[src/inc/aim_pkg.sv]
`default_nettype none
package aim_pkg;
  localparam int unsigned ADDR_W = 32;
  localparam int unsigned DATA_W = 32;
  localparam int unsigned BE_W = 4;
  localparam int unsigned DIO_N = 16;
  localparam int unsigned SRC_N = 25;

  localparam logic [31:0] IRQ_ENABLE_OFFSET = 32'h0000_7004;
  localparam logic [31:0] ADC_CONTROL_OFFSET = 32'h0000_7008;

  localparam logic [31:0] IRQ_ENABLE_RESET = 32'h0000_0000;
  localparam logic [31:0] IRQ_ENABLE_MASK = 32'h0100_ffff;
  localparam logic [31:0] ADC_CONTROL_RESET = 32'h0000_0000;
  localparam logic [31:0] ADC_CONTROL_MASK = 32'h0000_0033;

  localparam int unsigned CTR_BIT = 24;
  localparam int unsigned MODE_LSB = 0;
  localparam int unsigned TRIG_LSB = 4;
  localparam int unsigned GLOBAL_RST_BIT = 14;
  localparam int unsigned ADC_RST_BIT = 15;

  localparam logic [1:0] MODE_OFF = 2'h0;
  localparam logic [1:0] MODE_SINGLE = 2'h1;
  localparam logic [1:0] MODE_CONT = 2'h2;
  localparam logic [1:0] TRIG_OFF = 2'h0;
  localparam logic [1:0] TRIG_IN = 2'h1;
  localparam logic [1:0] TRIG_OUT = 2'h2;

  typedef enum logic [2:0] {
    CONV_IDLE,
    CONV_ARMED_ONE,
    CONV_SPENT,
    CONV_ARMED_RUN,
    CONV_RUNNING
  } aim_conv_state_type;
endpackage
`default_nettype wire

[src/hw/aim_regs.sv]
// Contract
// - Enable bit zero blocks that function's interrupt.
// - Bits 0-15 digital channels, bit 24 counter.
// - Reset clears every interrupt enable bit.
// - Byte-lane writes and reads for 8/16/32 bits.
// - Unused bits stay low, read zero.
// - Mode 00 stops conversions; 11 reserved.
// - Single mode: one conversion, then starts ignored until mode leaves single.
// - Channel timer sequences each started conversion.
// - Continuous mode repeats after first start.
// - Follow-on conversions come from interval timer.
// - Trigger field selects off, input, output.
// - Output mode drives timer triggers on pin.
// - Trigger output can pace other modules.
// - Trigger input is line three, active high.
// - Trigger output is line nine, active high.
// - Masked function never sets pending flag.
// - Control bit 14 resets the enable register.
`timescale 1ns/100ps
`default_nettype none
module aim_regs (
  input wire logic ref_clk,
  input wire logic sys_rst,
  input wire logic [aim_pkg::ADDR_W-1:0] reg_addr,
  input wire logic reg_wr,
  input wire logic reg_rd,
  input wire logic [aim_pkg::BE_W-1:0] reg_be,
  input wire logic [aim_pkg::DATA_W-1:0] reg_wdata,
  output logic [aim_pkg::DATA_W-1:0] reg_rdata,
  input wire logic [aim_pkg::DIO_N-1:0] dio_irq_event,
  input wire logic ctr_irq_event,
  output logic [aim_pkg::SRC_N-1:0] irq_pending_set,
  input wire logic sw_start,
  input wire logic timer_tick,
  output logic conv_start,
  input wire logic field_line3_in,
  output logic field_line9_out,
  output logic field_line9_oe
);

  logic [31:0] irq_enable;
  logic [31:0] next_irq_enable;
  logic [31:0] adc_control;
  logic [31:0] next_adc_control;
  logic [31:0] next_reg_rdata;
  logic [aim_pkg::SRC_N-1:0] next_irq_pending_set;
  logic trig_in_prev;
  logic next_conv_start;
  logic next_field_line9_out;
  logic next_field_line9_oe;
  logic next_trig_in_prev;
  aim_pkg::aim_conv_state_type conv_state;
  aim_pkg::aim_conv_state_type next_conv_state;
  logic hit_enable;
  logic hit_control;
  logic global_rst;
  logic [1:0] eff_mode;
  logic [1:0] eff_trig;
  logic ext_event;
  logic start_event;

  function automatic logic [31:0] merge_lanes(
    input logic [31:0] old,
    input logic [31:0] wdata,
    input logic [3:0] be,
    input logic [31:0] keep
  );
    logic [31:0] res;
    res = old;
    for (int i = 0; i < 4; i++) begin
      if (be[i]) begin
        res[i*8 +: 8] = wdata[i*8 +: 8];
      end
    end
    return res & keep;
  endfunction

  // Reserved code 11 acts as disabled, while the register keeps what was written.
  function automatic logic [1:0] legal_code(input logic [1:0] code);
    return (code == 2'h3) ? 2'h0 : code;
  endfunction

  assign hit_enable = (reg_addr == aim_pkg::IRQ_ENABLE_OFFSET);
  assign hit_control = (reg_addr == aim_pkg::ADC_CONTROL_OFFSET);
  assign global_rst = reg_wr && hit_control && reg_be[1]
      && reg_wdata[aim_pkg::GLOBAL_RST_BIT];
  assign eff_mode = legal_code(adc_control[aim_pkg::MODE_LSB +: 2]);
  assign eff_trig = legal_code(adc_control[aim_pkg::TRIG_LSB +: 2]);
  // Rising edge of the active-high trigger input, only while input mode is set.
  assign ext_event = (eff_trig == aim_pkg::TRIG_IN) && field_line3_in && !trig_in_prev;
  assign start_event = sw_start || ext_event;

  always_comb begin
    next_irq_enable = irq_enable;
    next_adc_control = adc_control;
    if (reg_wr && hit_enable) begin
      next_irq_enable = merge_lanes(irq_enable, reg_wdata, reg_be,
          aim_pkg::IRQ_ENABLE_MASK);
    end
    if (reg_wr && hit_control) begin
      next_adc_control = merge_lanes(adc_control, reg_wdata, reg_be,
          aim_pkg::ADC_CONTROL_MASK);
      if (reg_be[1] && reg_wdata[aim_pkg::ADC_RST_BIT]) begin
        next_adc_control = aim_pkg::ADC_CONTROL_RESET;
      end
    end
    // The soft reset clears the enables, yet the control write of that access still lands.
    if (global_rst) begin
      next_irq_enable = aim_pkg::IRQ_ENABLE_RESET;
    end
  end

  always_comb begin
    next_reg_rdata = '0;
    if (reg_rd && hit_enable) begin
      next_reg_rdata = irq_enable;
    end else if (reg_rd && hit_control) begin
      next_reg_rdata = adc_control;
    end
    // Each source only reaches the pending flags when its enable bit is set.
    next_irq_pending_set = {ctr_irq_event && irq_enable[aim_pkg::CTR_BIT],
        {(aim_pkg::CTR_BIT - aim_pkg::DIO_N){1'b0}},
        dio_irq_event & irq_enable[aim_pkg::DIO_N-1:0]};
  end

  always_comb begin
    next_conv_state = conv_state;
    next_conv_start = 1'b0;
    unique case (conv_state)
      aim_pkg::CONV_IDLE: begin
        if (eff_mode == aim_pkg::MODE_SINGLE) begin
          next_conv_state = aim_pkg::CONV_ARMED_ONE;
        end else if (eff_mode == aim_pkg::MODE_CONT) begin
          next_conv_state = aim_pkg::CONV_ARMED_RUN;
        end
      end
      aim_pkg::CONV_ARMED_ONE: begin
        if (eff_mode != aim_pkg::MODE_SINGLE) begin
          next_conv_state = aim_pkg::CONV_IDLE;
        end else if (start_event) begin
          next_conv_start = 1'b1;
          next_conv_state = aim_pkg::CONV_SPENT;
        end
      end
      aim_pkg::CONV_SPENT: begin
        // Further starts are ignored until the mode changes to anything other than single.
        if (eff_mode != aim_pkg::MODE_SINGLE) begin
          next_conv_state = aim_pkg::CONV_IDLE;
        end
      end
      aim_pkg::CONV_ARMED_RUN: begin
        if (eff_mode != aim_pkg::MODE_CONT) begin
          next_conv_state = aim_pkg::CONV_IDLE;
        end else if (start_event) begin
          next_conv_start = 1'b1;
          next_conv_state = aim_pkg::CONV_RUNNING;
        end
      end
      aim_pkg::CONV_RUNNING: begin
        if (eff_mode != aim_pkg::MODE_CONT) begin
          next_conv_state = aim_pkg::CONV_IDLE;
        end else if (timer_tick) begin
          next_conv_start = 1'b1;
        end
      end
      default: begin
        next_conv_state = aim_pkg::CONV_IDLE;
      end
    endcase
    next_trig_in_prev = field_line3_in;
  end

  always_comb begin
    next_field_line9_oe = (eff_trig == aim_pkg::TRIG_OUT);
    next_field_line9_out = next_field_line9_oe && timer_tick;
  end

  always_ff @(posedge ref_clk) begin
    if (sys_rst) begin
      irq_enable <= aim_pkg::IRQ_ENABLE_RESET;
      adc_control <= aim_pkg::ADC_CONTROL_RESET;
    end else begin
      irq_enable <= next_irq_enable;
      adc_control <= next_adc_control;
    end
  end

  always_ff @(posedge ref_clk) begin
    if (sys_rst) begin
      reg_rdata <= '0;
      irq_pending_set <= '0;
    end else begin
      reg_rdata <= next_reg_rdata;
      irq_pending_set <= next_irq_pending_set;
    end
  end

  always_ff @(posedge ref_clk) begin
    if (sys_rst) begin
      conv_state <= aim_pkg::CONV_IDLE;
      conv_start <= 1'b0;
      trig_in_prev <= 1'b0;
    end else begin
      conv_state <= next_conv_state;
      conv_start <= next_conv_start;
      trig_in_prev <= next_trig_in_prev;
    end
  end

  always_ff @(posedge ref_clk) begin
    if (sys_rst) begin
      field_line9_out <= 1'b0;
      field_line9_oe <= 1'b0;
    end else begin
      field_line9_out <= next_field_line9_out;
      field_line9_oe <= next_field_line9_oe;
    end
  end
endmodule
`default_nettype wire

[config.mk]
export PLATFORM = sky130hd
export DESIGN_NAME = aim_regs
export DESIGN_NICKNAME = d
export VERILOG_FILES = /design/src/inc/aim_pkg.sv /design/src/hw/aim_regs.sv
export SDC_FILE = /design/constraint.sdc
export NUM_CORES = 1
export LEC_CHECK = 0
export BUFFER_PORTS_ARGS = -buffer_cell sky130_fd_sc_hd__buf_2
export CAP_MARGIN = 20
export CORE_UTILIZATION = 46
export DETAILED_ROUTE_END_ITERATION = 8
export GPL_TIMING_DRIVEN = 0
export PLACE_DENSITY = 0.83
export SLEW_MARGIN = 20
export SYNTH_ARGS = -nofsm -noshare
export SYNTH_HDL_FRONTEND = slang
export SYNTH_SLANG_ARGS = --single-unit
export TNS_END_PERCENT = 5
[constraint.sdc]
create_clock -name ref_clk -period 4.52 [get_ports ref_clk]
set_input_delay 0 -clock ref_clk [delete_from_list [all_inputs] [get_ports ref_clk]]
set_output_delay 0 -clock ref_clk [all_outputs]
set_load 0.02 [all_outputs]
==> out/qor.csv <==
stage,metric,value,unit
detailed_routing,met3 wire length,386,µm
detailed_routing,Vias/cell,4.662,
sta,Tcrit/Tclk final,38.15,%
setup_path,CP top delay family,simple AND/OR/NAND/NOR gates,
detailed_routing,Via Count,2373,
setup_path,Critical Path Slowest Stage Cell,or4b_4,
sta,Setup Skew,5.113,ps
cells_and_area,layout cell share with drive strength beyond 1,36.90,%
yosys,sequential area share after synthesis,50.90,%
cts,clk_lat worst skew,320,ps
yosys,Post-Synthesis Cells,252,
detailed_routing,DR WL/cell,12.50,µm
detailed_routing,DRC viols,0,
detailed_routing,met1 WL,2429,µm
setup_path,beginning of the worst register-to-register path,adc_control[0],
setup_path,Critical Path Sink Type,flop,
grt,antenna violations before repair,0,
placed_design,I/O Buffers,112,
floorplan,Die X,74.81,µm
cts,clock-pin slew on the worst setup and hold paths,70,ps
cts,Bufs on Longest Clock Path,2,
detailed_routing,WL final,6363,µm
cells_and_area,"most common cell after layout, fill and taps aside",buf_2,
setup_path,critical path peak fanout,10,
cts,clk sink count,62,
cells_and_area,storage element area,1241,µm²
setup_path,Critical Path Max Stage Delay,600,ps
setup_path,Arrival @ worst endpoint,2000,ps
cells_and_area,Area Growth Syn to Fin,52.03,%
power,P_int,0.8207,mW
power,Pwr Density,288.3,nW/µm²
detailed_routing,highest routed metal layer,met4,
floorplan,full die area,5597,µm²
grt,largest net degree at the start of global routing,11,
run,Max Cap Viol,0,
sta,Setup TNS,0,ps
grt,first-pass GRT wire length,9832,µm
power,Lkg Pwr,1.718,nW
setup_path,Crit Path Class,in2reg,
hold_path,worst min path class,in2reg,
setup_path,crit-path cells,"buf_2, nor4_2, nand4_2, or4b_4, nor3b_4, buf_6, and2_1",
placed_design,pre-CTS setup slack,2416,ps
yosys,cell area after synthesis,2439,µm²
setup_path,crit path launch,reg_addr[18],
power,sequential share of power,51.2,%
sta,Slew Limit Fails,0,
power,maximum VDD drop,0.1512,mV
grt,vias in the first global route,2278,
sta,Setup WS post-layout,2796,ps
cts,CTS tree,done,
sta,measured slew at the worst slew-check pin,923.3,ps
cts,H-Tree Level Count,3,
setup_path,critical path depth,7,
grt,gr usage total,23.94,%
power,switching power,0.2480,mW
cells_and_area,# fillers,387,
cells_and_area,Diodes inserted,0,
power,Sw Ratio,23.21,%
sta,# setup viols final,0,
floorplan,initial core utilization,47.75,%
floorplan,Std-Cell Rows,26,
floorplan,core area,5107,µm²
hold_path,Hold Path Origin,reg_addr[2],
cts,clk root buf,clkbuf_8,
yosys,post-synthesis cell type count,34,
detailed_routing,TritonRoute pass-1 iters,4,
setup_path,type of origin of the critical path,input port,
grt,GRT overflow,0,
setup_path,Worst Setup EP,reg_rdata[9],
cts,Num CTS Buffers,9,
cells_and_area,Final Net Count,528,
sta,fmax,579.9,MHz
detailed_routing,WL met2,3358,µm
power,combinational share of power,10.6,%
detailed_routing,DRT iter0 DRCs,80,
setup_path,buffer and inverter count on the worst path,2,
sta,minimum hold slack,80.75,ps
cells_and_area,most frequent cells in the layout,"112 x buf_2, 62 x dfxtp_1, 45 x nor2_1, 37 x dlygate4sd3_1, 26 x nand2_1",
sta,Slew HR,38.11,%
power,Clock Power Share,38.3,%
floorplan,Boundary Pins,152,
setup_path,R2R Setup Slk,2840,ps
setup_path,required time of the critical path,4790,ps
yosys,number of synthesized register bits,62,
placed_design,final RePlAce weighted congestion,0.8384,
setup_path,R2R Path End,conv_state[1],
floorplan,Die H,74.81,µm
sta,Final Hold Fails,0,
setup_path,cells on worst reg2reg path,6,
yosys,Ys Warns,0,
power,PnR Total Power,1.069,mW
detailed_routing,post-route ant nets,0,
sta,Final min period,1724,ps
status,status,"complete, no violations",
sta,RSZ-0062 raised after global routing,false,
yosys,synthesized area per cell,9.677,µm²
placed_design,post-DP HPWL,4343,µm
cells_and_area,multi-input logic area,1066,µm²
hold_path,WHS Path Cells,3,
[cells in the mapped netlist (all sizes together)]
master  count  area share [%]
dfxtp      62              51
nor2       45             6.9
nand2      26             4.0
buf        24             7.5
mux2i      19             7.8
and2       14             3.6
nor4        9             3.3
clkbuf      6            0.92
a21oi       5             1.0
nand4       5             1.5
nor3        5             1.4
nor3b       5             2.2
a22o        4             1.4
a22oi       4             1.2
nor2b       4             1.0
ha          2             1.0
inv         2            0.31
or4b        2            0.97
a32oi       1            0.36
a41o        1            0.41
and4b       1            0.41
conb        1            0.15
nand2b      1            0.26
nand3       1            0.21
nor4bb      1            0.41
o21bai      1            0.31
or2         1            0.26
[flip-flops by register name (all words and copies together) (netlist names)]
signal           cells
irq_enable          17
irq_pending_set     17
reg_rdata           17
adc_control          4
conv_state           3
conv_start           1
field_line9_oe       1
field_line9_out      1
trig_in_prev         1
[routing by layer]
| layer | vias up | GRT usage, % |
|---|---|---|
| met5 | - | 0 |
| met4 | 0 | 13.42 |
| met3 | 18 | 5.355 |
| met2 | 115 | 43.64 |
| met1 | 1071 | 25.46 |
| li1 | 1169 | - |
[worst reg2reg max path: stages, from the launching register on]
cell      delay (ps)
dfxtp_1          380
ha_1             240
mux2i_1          110
nor4_1           450
nor3_1           120
o21bai_1         180
a21oi_1           80
[kinds of logic (layout without fill, tap and decap cells)]
family	Yosys count	count (layout)	synth area share, %
buf+inv	32	197	8.774
compound gates	16	16	4.772
fa+ha+maj	2	2	1.026
flops	62	62	50.90
other cells	1	23	0.1538
mux	19	19	7.799
simple gates	120	120	26.58
[stage by stage]
stage               util [%]  instance area (µm²)  instances
floorplan                  -                 2521        274
global placement       62.05                 3169        456
detailed placement     62.05                 3169        456
CTS                    72.59                 3707        509
global route           72.59                 3707        509
finish                 72.59                 3707        509
[worst min-delay path by stage]
| stage | to | slack (ps) |
|---|---|---|
| 5_1_grt | reg_rdata[0] | 80 |
| 4_1_cts | reg_rdata[2] | 70 |
| 6_report | reg_rdata[0] | 80 |
| 2_1_floorplan | irq_pending_set[10] | 120 |
| 3_3_place_gp | irq_pending_set[0] | 220 |
| 3_5_place_dp | irq_pending_set[4] | 220 |
[repair_timing]
action / CTS / global route
hold endpoints to repair: 42 / 0
resized for setup: 0 / 0
hold buffers: 37 / 0
buffers inserted: 0 / 0
[power by group through the flow]
stage	combinational (mW)	sequential, mW	clock, mW
2_1_floorplan	0.0445	0.559	0
4_1_cts	0.111	0.547	0.417
5_1_grt	0.122	0.546	0.445
3_3_place_gp	0.0845	0.559	0
3_5_place_dp	0.0854	0.559	0
6_report	0.113	0.547	0.409
[final cells by class]
class                   count  area share, %
repair buffers            149          25.11
multi-input cells         180          28.75
plain buffers              30          5.569
flip-flops and latches     62          33.48
well taps                  70          2.362
clock inverters             4         0.6075
clock buffers              12          3.915
inverters                   2         0.2025
(Power assumes the default switching activity.)
